==> config.mk <==
export PLATFORM = sky130hd
export DESIGN_NAME = dim_input_macro
export DESIGN_NICKNAME = d
export VERILOG_FILES = /design/src/verilog/dim_pkg.sv /design/src/verilog/dim_input_macro.sv
export SDC_FILE = /design/constraint.sdc
export NUM_CORES = 1
export LEC_CHECK = 0
export BUFFER_PORTS_ARGS = -buffer_cell sky130_fd_sc_hd__buf_2
export CAP_MARGIN = 0
export CELL_PAD_IN_SITES_DETAIL_PLACEMENT = 0
export CELL_PAD_IN_SITES_GLOBAL_PLACEMENT = 2
export CORE_UTILIZATION = 24
export CTS_BUF_LIST = sky130_fd_sc_hd__clkbuf_2 sky130_fd_sc_hd__clkbuf_4 sky130_fd_sc_hd__clkbuf_8
export CTS_CLUSTER_DIAMETER = 150
export CTS_CLUSTER_SIZE = 12
export DETAILED_ROUTE_END_ITERATION = 12
export GPL_TIMING_DRIVEN = 0
export MAX_ROUTING_LAYER = met4
export PLACE_DENSITY_LB_ADDON = 0.1
export SYNTH_ARGS = -nofsm -noshare
export SYNTH_HDL_FRONTEND = slang
export SYNTH_SLANG_ARGS = --single-unit
export TNS_END_PERCENT = 50
==> constraint.sdc <==
create_clock -name CLOCK -period 3.55 [get_ports CLOCK]
set_clock_uncertainty 0.05 [all_clocks]
set_input_delay 0.71 -clock CLOCK [delete_from_list [all_inputs] [get_ports CLOCK]]
set_output_delay 0.71 -clock CLOCK [all_outputs]
set_load 0.01 [all_outputs]
==> src/verilog/dim_pkg.sv <==
// Purpose: constants and types for the drive input macro logic
// Assumes: APB register map with one aligned 32-bit word per register
// Notes: field positions, reset values and codes used by the core
`default_nettype none
package dim_pkg;
  localparam int ADDR_W = 8;
  localparam int REF_W = 16;
  localparam int TERM_W = 5;
  localparam int TERM_ENABLE = 4;
  localparam int SETTLE_CYCLES = 3;

  localparam logic [ADDR_W-1:0] ADDR_CONFIG = 8'h00;
  localparam logic [ADDR_W-1:0] ADDR_PRESET01 = 8'h04;
  localparam logic [ADDR_W-1:0] ADDR_PRESET23 = 8'h08;
  localparam logic [ADDR_W-1:0] ADDR_STATUS = 8'h0C;
  localparam logic [ADDR_W-1:0] ADDR_SPEED = 8'h10;
  localparam logic [ADDR_W-1:0] ADDR_CONTROL = 8'h14;

  localparam int CFG_MACRO_LSB = 0;
  localparam int CFG_SRC_LSB = 8;
  localparam int CFG_KPD_WAIT_BIT = 12;
  localparam int CFG_AUTOSTART_BIT = 13;
  localparam int CFG_FMT_ONE_LSB = 16;
  localparam int CFG_FMT_TWO_LSB = 20;
  localparam logic [31:0] CFG_RESET = 32'h0000_0000;
  localparam logic [REF_W-1:0] PRESET_RESET = 16'h0000;
  localparam int CTRL_TRIP_CLEAR_BIT = 0;

  localparam int STAT_RUN_BIT = 0;
  localparam int STAT_TRIP_BIT = 1;
  localparam int STAT_REVERSE_BIT = 2;
  localparam int STAT_FAST_BIT = 3;
  localparam int STAT_FIRE_BIT = 4;
  localparam int STAT_ARMED_BIT = 5;
  localparam int STAT_TERM_LSB = 8;
  localparam int STAT_CODE_LSB = 16;

  localparam logic [1:0] SRC_TERMINAL = 2'h0;
  localparam logic [1:0] SRC_KEYPAD = 2'h1;
  localparam logic [1:0] SRC_FIELDBUS = 2'h2;
  localparam logic [1:0] FMT_THERMISTOR = 2'h3;
  localparam logic [7:0] EXTERNAL_TRIP_CODE = 8'h01;
  localparam logic [7:0] THERMISTOR_TRIP_CODE = 8'h02;

  localparam logic [2:0] REF_ANALOG_ONE = 3'h0;
  localparam logic [2:0] REF_ANALOG_TWO = 3'h1;
  localparam logic [2:0] REF_PRESET = 3'h2;
  localparam logic [2:0] REF_KEYPAD = 3'h3;
  localparam logic [2:0] REF_FIELDBUS = 3'h4;
  localparam logic [2:0] REF_STEPPED = 3'h5;

  typedef enum logic [2:0] {
    ST_STOPPED = 3'b001,
    ST_RUNNING = 3'b010,
    ST_TRIPPED = 3'b100
  } dim_state_type;
endpackage
`default_nettype wire

==> src/verilog/dim_input_macro.sv <==
// Purpose: terminal decode into run, stop, direction, trip and speed commands
// Assumes: bus and keypad inputs synchronous to CLOCK, terminals synchronised here, APB slave with one wait-free access
// Notes: macros 18 and 19 add speed stepping and paired start
`timescale 1ns/1ns
`default_nettype none
module dim_input_macro
(
  input wire logic CLOCK,
  input wire logic SRST,
  input wire logic PSEL,
  input wire logic PENABLE,
  input wire logic PWRITE,
  input wire logic [dim_pkg::ADDR_W-1:0] PADDR,
  input wire logic [31:0] PWDATA,
  output logic [31:0] PRDATA,
  output logic PREADY,
  output logic PSLVERR,
  input wire logic [3:0] DIGITAL_IN,
  input wire logic ENABLE_IN,
  input wire logic KEYPAD_START,
  input wire logic KEYPAD_STOP,
  input wire logic FIELDBUS_START,
  input wire logic FIELDBUS_STOP,
  input wire logic [dim_pkg::REF_W-1:0] ANALOG_INPUT_ONE,
  input wire logic [dim_pkg::REF_W-1:0] ANALOG_INPUT_TWO,
  input wire logic [dim_pkg::REF_W-1:0] KEYPAD_SPEED_REFERENCE,
  input wire logic [dim_pkg::REF_W-1:0] FIELDBUS_SPEED_REFERENCE,
  output logic RUN_CMD,
  output logic REVERSE_SELECT,
  output logic FAST_STOP_ACTIVE,
  output logic TRIP_ACTIVE,
  output logic [7:0] TRIP_CODE,
  output logic FIRE_MODE,
  output logic [dim_pkg::REF_W-1:0] SPEED_REF,
  output logic [1:0] ANALOG_ONE_FORMAT,
  output logic [1:0] ANALOG_TWO_FORMAT
);
  import dim_pkg::*;

  function automatic logic pair_rise(input logic a, input logic b, input logic pa, input logic pb);
    return a & b & ~(pa & pb);
  endfunction

  function automatic logic [REF_W-1:0] sat_step(input logic [REF_W-1:0] v, input logic [REF_W-1:0] amt,
                                                input logic up);
    logic [REF_W:0] s;
    s = up ? ({1'b0, v} + {1'b0, amt}) : ({1'b0, v} - {1'b0, amt});
    if (s[REF_W])
      return up ? {REF_W{1'b1}} : {REF_W{1'b0}};
    return s[REF_W-1:0];
  endfunction

  logic [31:0] cfg_r;
  logic [REF_W-1:0] preset_r [0:3];
  logic [TERM_W-1:0] sync1_r, sync2_r, prev_r;
  logic [1:0] settle_cnt_r;
  logic settled_r, poweron_r, armed_r;
  dim_state_type state_r;
  logic reverse_r, fast_r, fire_r;
  logic [7:0] code_r;
  logic [REF_W-1:0] speed_r, step_r;
  logic pready_r, pslverr_r;
  logic [31:0] prdata_r;

  logic [4:0] macro;
  logic [1:0] src;
  logic [TERM_W-1:0] d, p, rise, fall;
  logic lat_mode, lat_run, want_reverse, has_dir, start_ev, stop_ev, fast_ev;
  logic trip_lv, fire_lv, up_ev, dn_ev;
  logic [2:0] ref_src;
  logic [1:0] pidx;
  logic run_present, start_cond, stop_cond;
  logic [REF_W-1:0] sel_ref;
  logic apb_setup, apb_write, addr_ok, trip_clear;
  logic [31:0] rd_data;

  assign macro = cfg_r[CFG_MACRO_LSB +: 5];
  assign src = cfg_r[CFG_SRC_LSB +: 2];
  assign d = sync2_r;
  assign p = prev_r;
  // edges held off until the pipeline is full, so power-up levels are not edges
  assign rise = settled_r ? (d & ~p) : '0;
  assign fall = settled_r ? (~d & p) : '0;

  // two-stage synchroniser, then one more stage as the previous sample
  always_ff @(posedge CLOCK)
  begin
    if (SRST)
    begin
      sync1_r <= '0;
      sync2_r <= '0;
      prev_r <= '0;
    end
    else
    begin
      sync1_r <= {ENABLE_IN, DIGITAL_IN};
      sync2_r <= sync1_r;
      prev_r <= sync2_r;
    end
  end

  always_ff @(posedge CLOCK)
  begin
    if (SRST)
    begin
      settle_cnt_r <= 2'h0;
      settled_r <= 1'b0;
      poweron_r <= 1'b0;
    end
    else
    begin
      poweron_r <= 1'b0;
      if (!settled_r)
      begin
        settle_cnt_r <= settle_cnt_r + 2'h1;
        if (settle_cnt_r == 2'(SETTLE_CYCLES - 1))
        begin
          settled_r <= 1'b1;
          poweron_r <= 1'b1;
        end
      end
    end
  end

  // macro decode: terminal functions per setting
  always_comb
  begin
    lat_mode = 1'b1;
    lat_run = d[0];
    want_reverse = 1'b0;
    has_dir = 1'b0;
    start_ev = 1'b0;
    stop_ev = 1'b0;
    fast_ev = 1'b0;
    trip_lv = 1'b0;
    fire_lv = 1'b0;
    up_ev = 1'b0;
    dn_ev = 1'b0;
    ref_src = REF_ANALOG_ONE;
    pidx = 2'h0;
    unique case (macro)
      5'd0, 5'd6, 5'd8:
      begin
        want_reverse = d[1];
        has_dir = 1'b1;
        if (macro == 5'd0)
          ref_src = d[2] ? REF_PRESET : REF_ANALOG_ONE;
        else if (macro == 5'd6)
          trip_lv = ~d[2];
        else
        begin
          ref_src = REF_PRESET;
          pidx = {d[3], d[2]};
        end
      end
      5'd1:
      begin
        ref_src = d[1] ? REF_PRESET : REF_ANALOG_ONE;
        pidx = {1'b0, d[2]};
      end
      5'd2:
      begin
        ref_src = REF_PRESET;
        pidx = {d[2], d[1]};
      end
      5'd3:
      begin
        ref_src = d[1] ? REF_PRESET : REF_ANALOG_ONE;
        trip_lv = ~d[2];
      end
      5'd4:
        ref_src = d[1] ? REF_ANALOG_TWO : REF_ANALOG_ONE;
      5'd5, 5'd7, 5'd9:
      begin
        // both closed is the fast-stop gesture, not a run
        lat_run = d[0] ^ d[1];
        want_reverse = d[1];
        has_dir = 1'b1;
        fast_ev = settled_r & pair_rise(d[0], d[1], p[0], p[1]);
        if (macro == 5'd5)
          ref_src = d[2] ? REF_PRESET : REF_ANALOG_ONE;
        else if (macro == 5'd7)
          trip_lv = ~d[2];
        else
        begin
          ref_src = REF_PRESET;
          pidx = {d[3], d[2]};
        end
      end
      5'd10, 5'd18:
      begin
        lat_mode = 1'b0;
        start_ev = rise[0] & d[1];
        stop_ev = fall[1];
        if (macro == 5'd10)
          ref_src = d[2] ? REF_PRESET : REF_ANALOG_ONE;
        else
        begin
          up_ev = rise[2];
          dn_ev = rise[3];
          ref_src = REF_STEPPED;
        end
      end
      5'd11, 5'd13:
      begin
        lat_mode = 1'b0;
        fast_ev = settled_r & pair_rise(d[0], d[2], p[0], p[2]);
        start_ev = (rise[0] | rise[2]) & d[1] & ~fast_ev;
        want_reverse = rise[2];
        has_dir = start_ev;
        stop_ev = fall[1];
        if (macro == 5'd13)
          ref_src = d[3] ? REF_PRESET : REF_KEYPAD;
      end
      5'd12:
      begin
        fast_ev = fall[1];
        ref_src = d[2] ? REF_PRESET : REF_ANALOG_ONE;
      end
      5'd14:
      begin
        trip_lv = ~d[2];
        ref_src = REF_PRESET;
        pidx = {d[3], d[1]};
      end
      5'd15:
      begin
        ref_src = d[1] ? REF_ANALOG_ONE : REF_PRESET;
        pidx = 2'h3;
        fire_lv = d[2];
      end
      5'd16:
      begin
        ref_src = REF_PRESET;
        pidx = d[1] ? 2'h1 : 2'h3;
        fire_lv = d[2];
        want_reverse = d[3];
        has_dir = 1'b1;
      end
      5'd17:
      begin
        ref_src = REF_PRESET;
        pidx = {d[3], d[1]};
        fire_lv = d[2];
      end
      5'd19:
      begin
        lat_mode = 1'b0;
        start_ev = settled_r & pair_rise(d[0], d[2], p[0], p[2]) & d[1];
        stop_ev = fall[1];
        fast_ev = fall[3];
      end
      default:
        lat_run = 1'b0;
    endcase
  end

  // run decision per control source; stopping terms checked first
  always_comb
  begin
    run_present = (src == SRC_TERMINAL) ? (lat_mode & lat_run) : d[TERM_ENABLE];
    start_cond = 1'b0;
    stop_cond = fast_ev | ~settled_r;
    unique case (src)
      SRC_TERMINAL:
      begin
        start_cond = lat_mode ? (lat_run & armed_r) : start_ev;
        stop_cond = stop_cond | (lat_mode ? ~lat_run : (stop_ev | ~d[1]));
      end
      SRC_KEYPAD:
      begin
        start_cond = cfg_r[CFG_KPD_WAIT_BIT] ? (KEYPAD_START & d[TERM_ENABLE])
                                             : (d[TERM_ENABLE] & armed_r);
        stop_cond = stop_cond | ~d[TERM_ENABLE] | KEYPAD_STOP;
      end
      SRC_FIELDBUS:
      begin
        start_cond = FIELDBUS_START & d[TERM_ENABLE];
        stop_cond = stop_cond | ~d[TERM_ENABLE] | FIELDBUS_STOP;
      end
      default:
        stop_cond = 1'b1;
    endcase
    unique case (src == SRC_TERMINAL ? ref_src : (src == SRC_KEYPAD ? REF_KEYPAD : REF_FIELDBUS))
      REF_ANALOG_ONE: sel_ref = ANALOG_INPUT_ONE;
      REF_ANALOG_TWO: sel_ref = ANALOG_INPUT_TWO;
      REF_PRESET: sel_ref = preset_r[pidx];
      REF_KEYPAD: sel_ref = KEYPAD_SPEED_REFERENCE;
      REF_FIELDBUS: sel_ref = FIELDBUS_SPEED_REFERENCE;
      default: sel_ref = step_r;
    endcase
  end

  // a level already present at power-on only runs with autostart set
  always_ff @(posedge CLOCK)
  begin
    if (SRST)
      armed_r <= 1'b0;
    else if (poweron_r)
      armed_r <= cfg_r[CFG_AUTOSTART_BIT] | ~run_present;
    else if (settled_r && !run_present)
      armed_r <= 1'b1;
    else if (state_r == ST_RUNNING && stop_cond)
      armed_r <= 1'b0;
  end

  always_ff @(posedge CLOCK)
  begin
    if (SRST)
    begin
      state_r <= ST_STOPPED;
      code_r <= 8'h00;
    end
    else
    begin
      unique case (state_r)
        ST_STOPPED, ST_RUNNING:
          if (trip_lv)
          begin
            state_r <= ST_TRIPPED;
            code_r <= (cfg_r[CFG_FMT_TWO_LSB +: 2] == FMT_THERMISTOR) ? THERMISTOR_TRIP_CODE
                                                                      : EXTERNAL_TRIP_CODE;
          end
          else if (stop_cond)
            state_r <= ST_STOPPED;
          else if (start_cond)
            state_r <= ST_RUNNING;
        ST_TRIPPED:
          // clear loses while the trip contact is still open
          if (trip_clear && !trip_lv)
          begin
            state_r <= ST_STOPPED;
            code_r <= 8'h00;
          end
      endcase
    end
  end

  always_ff @(posedge CLOCK)
  begin
    if (SRST)
    begin
      reverse_r <= 1'b0;
      fast_r <= 1'b0;
      fire_r <= 1'b0;
    end
    else
    begin
      if (src == SRC_TERMINAL && has_dir && settled_r)
        reverse_r <= want_reverse;
      if (fast_ev)
        fast_r <= 1'b1;
      else if (state_r != ST_RUNNING && start_cond && !stop_cond && !trip_lv)
        fast_r <= 1'b0;
      fire_r <= fire_lv & settled_r;
    end
  end

  always_ff @(posedge CLOCK)
  begin
    if (SRST)
    begin
      step_r <= PRESET_RESET;
      speed_r <= PRESET_RESET;
    end
    else
    begin
      if (up_ev && !dn_ev)
        step_r <= sat_step(step_r, preset_r[0], 1'b1);
      else if (dn_ev && !up_ev)
        step_r <= sat_step(step_r, preset_r[0], 1'b0);
      speed_r <= sel_ref;
    end
  end

  // APB: ready is registered in the setup cycle, so every access has no wait state
  assign apb_setup = PSEL & ~PENABLE;
  assign apb_write = PSEL & PENABLE & pready_r & PWRITE & addr_ok;
  assign trip_clear = apb_write & (PADDR == ADDR_CONTROL) & PWDATA[CTRL_TRIP_CLEAR_BIT];

  always_comb
  begin
    addr_ok = 1'b1;
    rd_data = 32'h0000_0000;
    unique case (PADDR)
      ADDR_CONFIG: rd_data = cfg_r;
      ADDR_PRESET01: rd_data = {preset_r[1], preset_r[0]};
      ADDR_PRESET23: rd_data = {preset_r[3], preset_r[2]};
      ADDR_STATUS:
      begin
        rd_data[STAT_RUN_BIT] = (state_r == ST_RUNNING);
        rd_data[STAT_TRIP_BIT] = (state_r == ST_TRIPPED);
        rd_data[STAT_REVERSE_BIT] = reverse_r;
        rd_data[STAT_FAST_BIT] = fast_r;
        rd_data[STAT_FIRE_BIT] = fire_r;
        rd_data[STAT_ARMED_BIT] = armed_r;
        rd_data[STAT_TERM_LSB +: TERM_W] = d;
        rd_data[STAT_CODE_LSB +: 8] = code_r;
      end
      ADDR_SPEED: rd_data = {16'h0000, speed_r};
      ADDR_CONTROL: rd_data = 32'h0000_0000;
      default: addr_ok = 1'b0;
    endcase
  end

  always_ff @(posedge CLOCK)
  begin
    if (SRST)
    begin
      pready_r <= 1'b0;
      pslverr_r <= 1'b0;
      prdata_r <= 32'h0000_0000;
    end
    else
    begin
      pready_r <= apb_setup;
      pslverr_r <= apb_setup & ~addr_ok;
      prdata_r <= (apb_setup && !PWRITE) ? rd_data : 32'h0000_0000;
    end
  end

  always_ff @(posedge CLOCK)
  begin
    if (SRST)
    begin
      cfg_r <= CFG_RESET;
      for (int i = 0; i < 4; i++)
        preset_r[i] <= PRESET_RESET;
    end
    else if (apb_write)
    begin
      if (PADDR == ADDR_CONFIG)
        cfg_r <= PWDATA;
      if (PADDR == ADDR_PRESET01)
      begin
        preset_r[0] <= PWDATA[15:0];
        preset_r[1] <= PWDATA[31:16];
      end
      if (PADDR == ADDR_PRESET23)
      begin
        preset_r[2] <= PWDATA[15:0];
        preset_r[3] <= PWDATA[31:16];
      end
    end
  end

  assign PRDATA = prdata_r;
  assign PREADY = pready_r;
  assign PSLVERR = pslverr_r;
  assign RUN_CMD = (state_r == ST_RUNNING);
  assign REVERSE_SELECT = reverse_r;
  assign FAST_STOP_ACTIVE = fast_r;
  assign TRIP_ACTIVE = (state_r == ST_TRIPPED);
  assign TRIP_CODE = code_r;
  assign FIRE_MODE = fire_r;
  assign SPEED_REF = speed_r;
  assign ANALOG_ONE_FORMAT = cfg_r[CFG_FMT_ONE_LSB +: 2];
  assign ANALOG_TWO_FORMAT = cfg_r[CFG_FMT_TWO_LSB +: 2];
endmodule
`default_nettype wire

; ---- Yosys cells after proc, flatten, opt, wreduce, memory -nomap -nowiden
; Memories as Yosys holds them, arrays and structs flattened.
; Index checks and enable logic that the tools add are counted.
[totals]
register_bits = 131
mem_bits_rw = 64
output_inout_bits = 67
memories = 1
[memory_table]
columns = name, words, word_bits, rd, rd_clocked_by_memory_dff, wr, line
row1 = preset_r, 4, 16, 5, 0, 4, dim_input_macro.sv:54  ; logic [REF_W-1:0] preset_r [0:3];
[op_classes]
n_addsub = 3
n_eq_ne = 39
mux = 96
bitwise_logic = 55
reduce_logical = 44
[ops]
columns = op, count
row1 = $mux W16, 10
row2 = $pmux W16 S5, 1
row3 = $mux W1, 42
row4 = $eq A5 B4 Y1 const B, 8
row5 = $pmux W8 S4, 1
row6 = $pmux W6 S5, 1
row7 = $mux W2, 14
row8 = $pmux W3 S9, 1
row9 = $and A1 B1 Y1, 26
row10 = $pmux W5 S5, 1
row11 = $pmux W8 S3, 1
row12 = $mux W3, 7
row13 = $eq A5 B3 Y1 const B, 4
row14 = $eq A5 B5 Y1 const B, 4
row15 = $add A16 B16 Y17, 1
row16 = $reduce_or A17 Y1, 1
row17 = $sub A16 B16 Y17, 1
row18 = $eq A8 B4 Y1 const B, 2
row19 = $eq A8 B5 Y1 const B, 2
row20 = $mux W8, 2
row21 = $pmux W8 S2, 1
row22 = $reduce_or A2 Y1, 8
row23 = $pmux W1 S3, 5
row24 = $pmux W2 S7, 1
row25 = 38 further kinds, 92

; ---- Depth between registers and ports, before layout
[depth]
word_depth = 14
depth_mapped = 13

; ---- Worst setup path before layout
; No wires, ideal clock.
[synth_timing]
path_type = reg2reg
from = register cfg_r[2]
to = register step_r[9]
setup_time_ps = 95
t_arrival_ps = 3017
slack_ps = 388
stages_incl_launch_ff = 11
path_buffers = 0
cell_sequence = dfxtp_1 or3b_2 or4_1 ha_1 inv_1 nand2_1 or2_2 o221a_2 or2_2 a31o_2 a221oi_1
[synth_between]
elab_chain_len = 6
word_cells_on_any_way = 13
classes_between = 2 x eq/ne / 5 x mux / 6 x reduce/logical
[synth_lines]
columns = item, line
row1 = start: declaration, dim_input_macro.sv:53  ; logic [31:0] cfg_r;
row2 = start signal: assignment, dim_input_macro.sv:426  ; cfg_r <= CFG_RESET;
row3 = start signal: assignment, dim_input_macro.sv:433  ; cfg_r <= PWDATA;
row4 = $eq A5 B4 Y1 or $eq A5 B5 Y1 (tied branches), "dim_input_macro.sv:141, dim_input_macro.sv:195"
row5 = $mux W1 or $reduce_or A2 Y1 (tied branches), "dim_input_macro.sv:195, dim_input_macro.sv:141"
row6 = $mux W1, dim_input_macro.sv:141  ; unique case (macro)
row7 = "$logic_not A1 Y1, on equally long branches", "dim_input_macro.sv:368, dim_input_macro.sv:370"
row8 = "$logic_and A1 B1 Y1, on equally long branches", "dim_input_macro.sv:368, dim_input_macro.sv:370"
row9 = $mux W16 or $reduce_bool A2 Y1 (tied branches), n/a
row10 = end signal: assignment, dim_input_macro.sv:369  ; step_r <= sat_step(step_r, preset_r[0], 1'b1);
row11 = end signal: assignment, dim_input_macro.sv:371  ; step_r <= sat_step(step_r, preset_r[0], 1'b0);
row12 = end: declaration, dim_input_macro.sv:61  ; logic [REF_W-1:0] speed_r, step_r;
; Several ways; a longest one is shown, not always the timed one.
; A chain may end at the register's enable or synchronous reset.

; ---- Worst setup path after layout
; Same ends and word-level chain as after synthesis.

==> impl_metrics.tcl <==
set metrics [dict create \
    clk_latency_ns 0.55 \
    clockRootBuffer "clkbuf_8" \
    crit_end "step_r[9]$_SDFFE_PP0P_" \
    routedWlPerCell_um 22.7 \
    ys.flop_type "dfxtp_1" \
    num_vias 9496 \
    pin_count 185 \
    crit_family "simple AND/OR/NAND/NOR gates" \
    final_cells 1967 \
    grt_pass1_vias 9539 \
    reg2regPathDepth 10 \
    area_delta_synth_final_pct 19.8 \
    netlist_instances 1159 \
    dpl.hpwl_um 35300 \
    cp-startpoint "cfg_r[2]$_SDFFE_PP0P_" \
    hold_class "in2reg" \
    drv_cap 0 \
    grt_pass1_wl_um 65800 \
    preCtsSetupSlack_ns -0.216 \
    overflow 0 \
    place_inst 1933 \
    mappedNetlistArea_um2 10900 \
    route.detailed.drc 0 \
    ys_warn_count 0 \
    max_slew_margin_pct 15.2 \
    drt_first_pass_iters 5 \
    viasPerCell 4.83 \
    cp.depth 10 \
    grt_max_degree 24 \
    gp_congestion 0.846 \
    synth_area_leaders "dfxtp_1 23%, edfxtp_1 18%, ha_1 4.5%" \
    cts_buffer_depth 2 \
    synth_area_leader_cell "dfxtp_1" \
    rsz0062_at_grt "no" \
    setup_viol 0 \
    cts.sink_count 189 \
    initial_core_util_pct 24.5 \
    antenna_found_initial 1 \
    fp.dieArea_um2 46200 \
    async_flop_share_pct 0 \
    slowest_stage "or4_1" \
    tritoncts "done" \
    drive_gt1_share_pct 24.5 \
    r2r_slack_ns 0.21 \
    cpPeakStageDelay_ns 0.52 \
    core.rowCount 77 \
    power.density_nw_per_um2 330 \
    ys_seq_elements 189 \
    worst_ep_arrival_time_ns 3.74 \
    ys_seq_area_share_pct 40.7 \
    synth_edf_count 64 \
    fmax_ghz 0.299 \
    fin_nets 1520 \
    finalHoldViolations 0 \
    p_leak_uw 0.00503 \
    status "finished clean" \
    worstReg2RegStart "cfg_r[2]$_SDFFE_PP0P_" \
    final_antenna_net_count 0 \
    clk_pin_slew_worst_paths_ns 0.12 \
    reg2reg_to "step_r[9]$_SDFFE_PP0P_" \
    ir_drop_mv 0.187 \
    cts-htree-levels 4 \
    die_y_um 215 \
    drt_wl_total_um 44700 \
    holdWs_ns 0.340 \
    worstMarginPinSlew_ns 1.27 \
    grt_use_total_pct 20.1 \
    synth.avg_cell_area_um2 9.38 \
    worstPathCellList "or3b_4 > or4_1 > ha_2 > inv_1 > nand2_1 > or2_2 > o221a_2 > or2_2 > a31o_2 > a221oi_1" \
    cpMostUsedCell "or2_2" \
    cts_buffers 17 \
    die_x_um 215 \
    ys_types 85 \
    critPathLaunchType "flip-flop" \
    core_um2 44400 \
    endpoint_kind "flip-flop" \
    drv_slew 0 \
    fin_ws_ns 0.207 \
    crit_type "reg2reg" \
    path_buf_inv 1 \
    post-route-period-util_pct 94.2 \
    worstPathMaxFanout 8 \
    port_buffers 175 \
    worstPathRequired_ns 3.95 \
    drt-initial-drc-count 569 \
    layout_min_cycle_time_ns 3.34 \
    synth_top_area_share_pct 23.0 \
]
-- state kept, by name, indices dropped and copies added (netlist names), 2 cells and up --
register / cells
SPEED_REF: 16
sync1_r: 5
preset_r: 64
step_r: 16
cfg_r: 32
settle_cnt_r: 2
PRDATA: 32
TRIP_CODE: 2
p: 4
state_r: 3
d: 5
-- layout make-up --
| class | instances | area, µm² |
|---|---|---|
| diodes | 1 | 2.50 |
| plain buffers | 86 | 463 |
| clock buffers | 17 | 234 |
| clock inverters | 15 | 170 |
| fillers | 4798 | 31400 |
| inverters | 57 | 214 |
| multi-input cells | 832 | 5850 |
| flip-flops and latches | 189 | 4430 |
| well taps | 592 | 741 |
| repair buffers | 178 | 923 |
-- cell families (layout without fill, tap and decap cells) --
group | after synthesis | in the layout | share of synthesized area, %
DFF | 189 | 189 | 40.7
AOI/OAI and AO/OA | 305 | 305 | 20.1
other | 1 | 7 | 0.0345
muxes | 71 | 71 | 8.87
and+or+nand+nor | 395 | 395 | 18.2
buffers and inverters | 143 | 353 | 6.13
adders and majority gates | 41 | 41 | 4.86
xor gates and xnor gates | 14 | 14 | 1.13
-- what timing repair did --
item,4_1_cts,5_1_grt
setup endpoints to repair,15,13
pin swaps,0,1
gates resized for setup,8,12
buffers inserted,0,1
hold buffers,0,0
-- report_power, final --
| part | internal (µW) | total [µW] | switching [µW] | leakage [µW] |
|---|---|---|---|---|
| clock network | 533 | 1520 | 982 | 0.000206 |
| registers | 2290 | 2350 | 63.8 | 0.00170 |
| logic | 180 | 433 | 253 | 0.00312 |
-- synth_stat cells (all sizes together) (7+ instances only) --
| master | n |
|---|---|
| a21o | 7 |
| o21ai | 61 |
| a222oi | 13 |
| o31ai | 8 |
| buf | 41 |
| dfxtp | 125 |
| clkbuf | 45 |
| nor2b | 26 |
| mux2 | 23 |
| nor3b | 8 |
| a211oi | 8 |
| nor3 | 21 |
| a21oi | 90 |
| nand4 | 7 |
| xnor2 | 11 |
| a22o | 17 |
| and2 | 66 |
| a221oi | 30 |
| o211ai | 8 |
| mux2i | 30 |
| inv | 57 |
| nand2 | 127 |
| ha | 39 |
| nor2 | 82 |
| nand2b | 16 |
| edfxtp | 64 |
| nand3 | 14 |
| mux4 | 18 |
-- layer usage --
metal,up-vias,part of all wire [%],global-route usage (%)
met1,4633,49,27.5
met2,249,46,31.4
met3,25,3.4,2.19
met5,-,0,-
met4,0,1.4,5.33
li1,4589,-,-
-- per-stage QoR --
| step | TNS, ns | utilization [%] | total power [µW] | area [µm²] |
|---|---|---|---|---|
| after floorplan | 0 | - | 2610 | 10900 |
| after global placement | -44.76 | 28.2 | 2840 | 12500 |
| after detailed placement | -6.49 | 28.3 | 2840 | 12600 |
| after CTS | 0 | 29.2 | 4370 | 13000 |
| after global routing | 0 | 29.3 | 4490 | 13000 |
| final | 0 | 29.3 | 4300 | 13000 |
-- worst min-delay path by stage --
stage,depth (start not counted),startpoint,slack [ns],to
finish,2,DIGITAL_IN[3],0.34,sync1_r[3]$_SDFF_PP0_
global route,2,DIGITAL_IN[3],0.31,sync1_r[3]$_SDFF_PP0_
CTS,2,DIGITAL_IN[3],0.30,sync1_r[3]$_SDFF_PP0_
detailed placement,1,sync1_r[0]$_SDFF_PP0_,0.38,d[0]$_SDFF_PP0_
global placement,1,sync1_r[0]$_SDFF_PP0_,0.38,d[0]$_SDFF_PP0_
floorplan,1,sync1_r[0]$_SDFF_PP0_,0.36,d[0]$_SDFF_PP0_
-- layout by cell type (no fill, tap or decap), types with 6 or more instances in the layout --
master / n
o21bai_1: 6
and3_1: 6
o21ai_1: 15
nor2b_1: 26
a221oi_2: 11
a21oi_1: 88
a21o_1: 7
nand2_1: 127
ha_1: 38
conb_1: 6
nor2_1: 81
o211ai_1: 7
mux2_2: 23
a22o_1: 17
dfxtp_1: 123
and2_1: 66
o31ai_1: 6
buf_6: 6
nand3_1: 14
edfxtp_1: 64
nor3b_1: 8
a221oi_1: 19
clkbuf_8: 17
mux4_2: 18
a222oi_1: 13
nand4_1: 6
xnor2_1: 11
o21a_1: 6
inv_1: 57
a22oi_1: 6
clkbuf_1: 41
nand2b_1: 14
buf_2: 184
o21ai_0: 44
a211oi_1: 6
nor3_1: 19
mux2i_1: 30
buf_4: 22
Power figures use the tool's default switching activity.
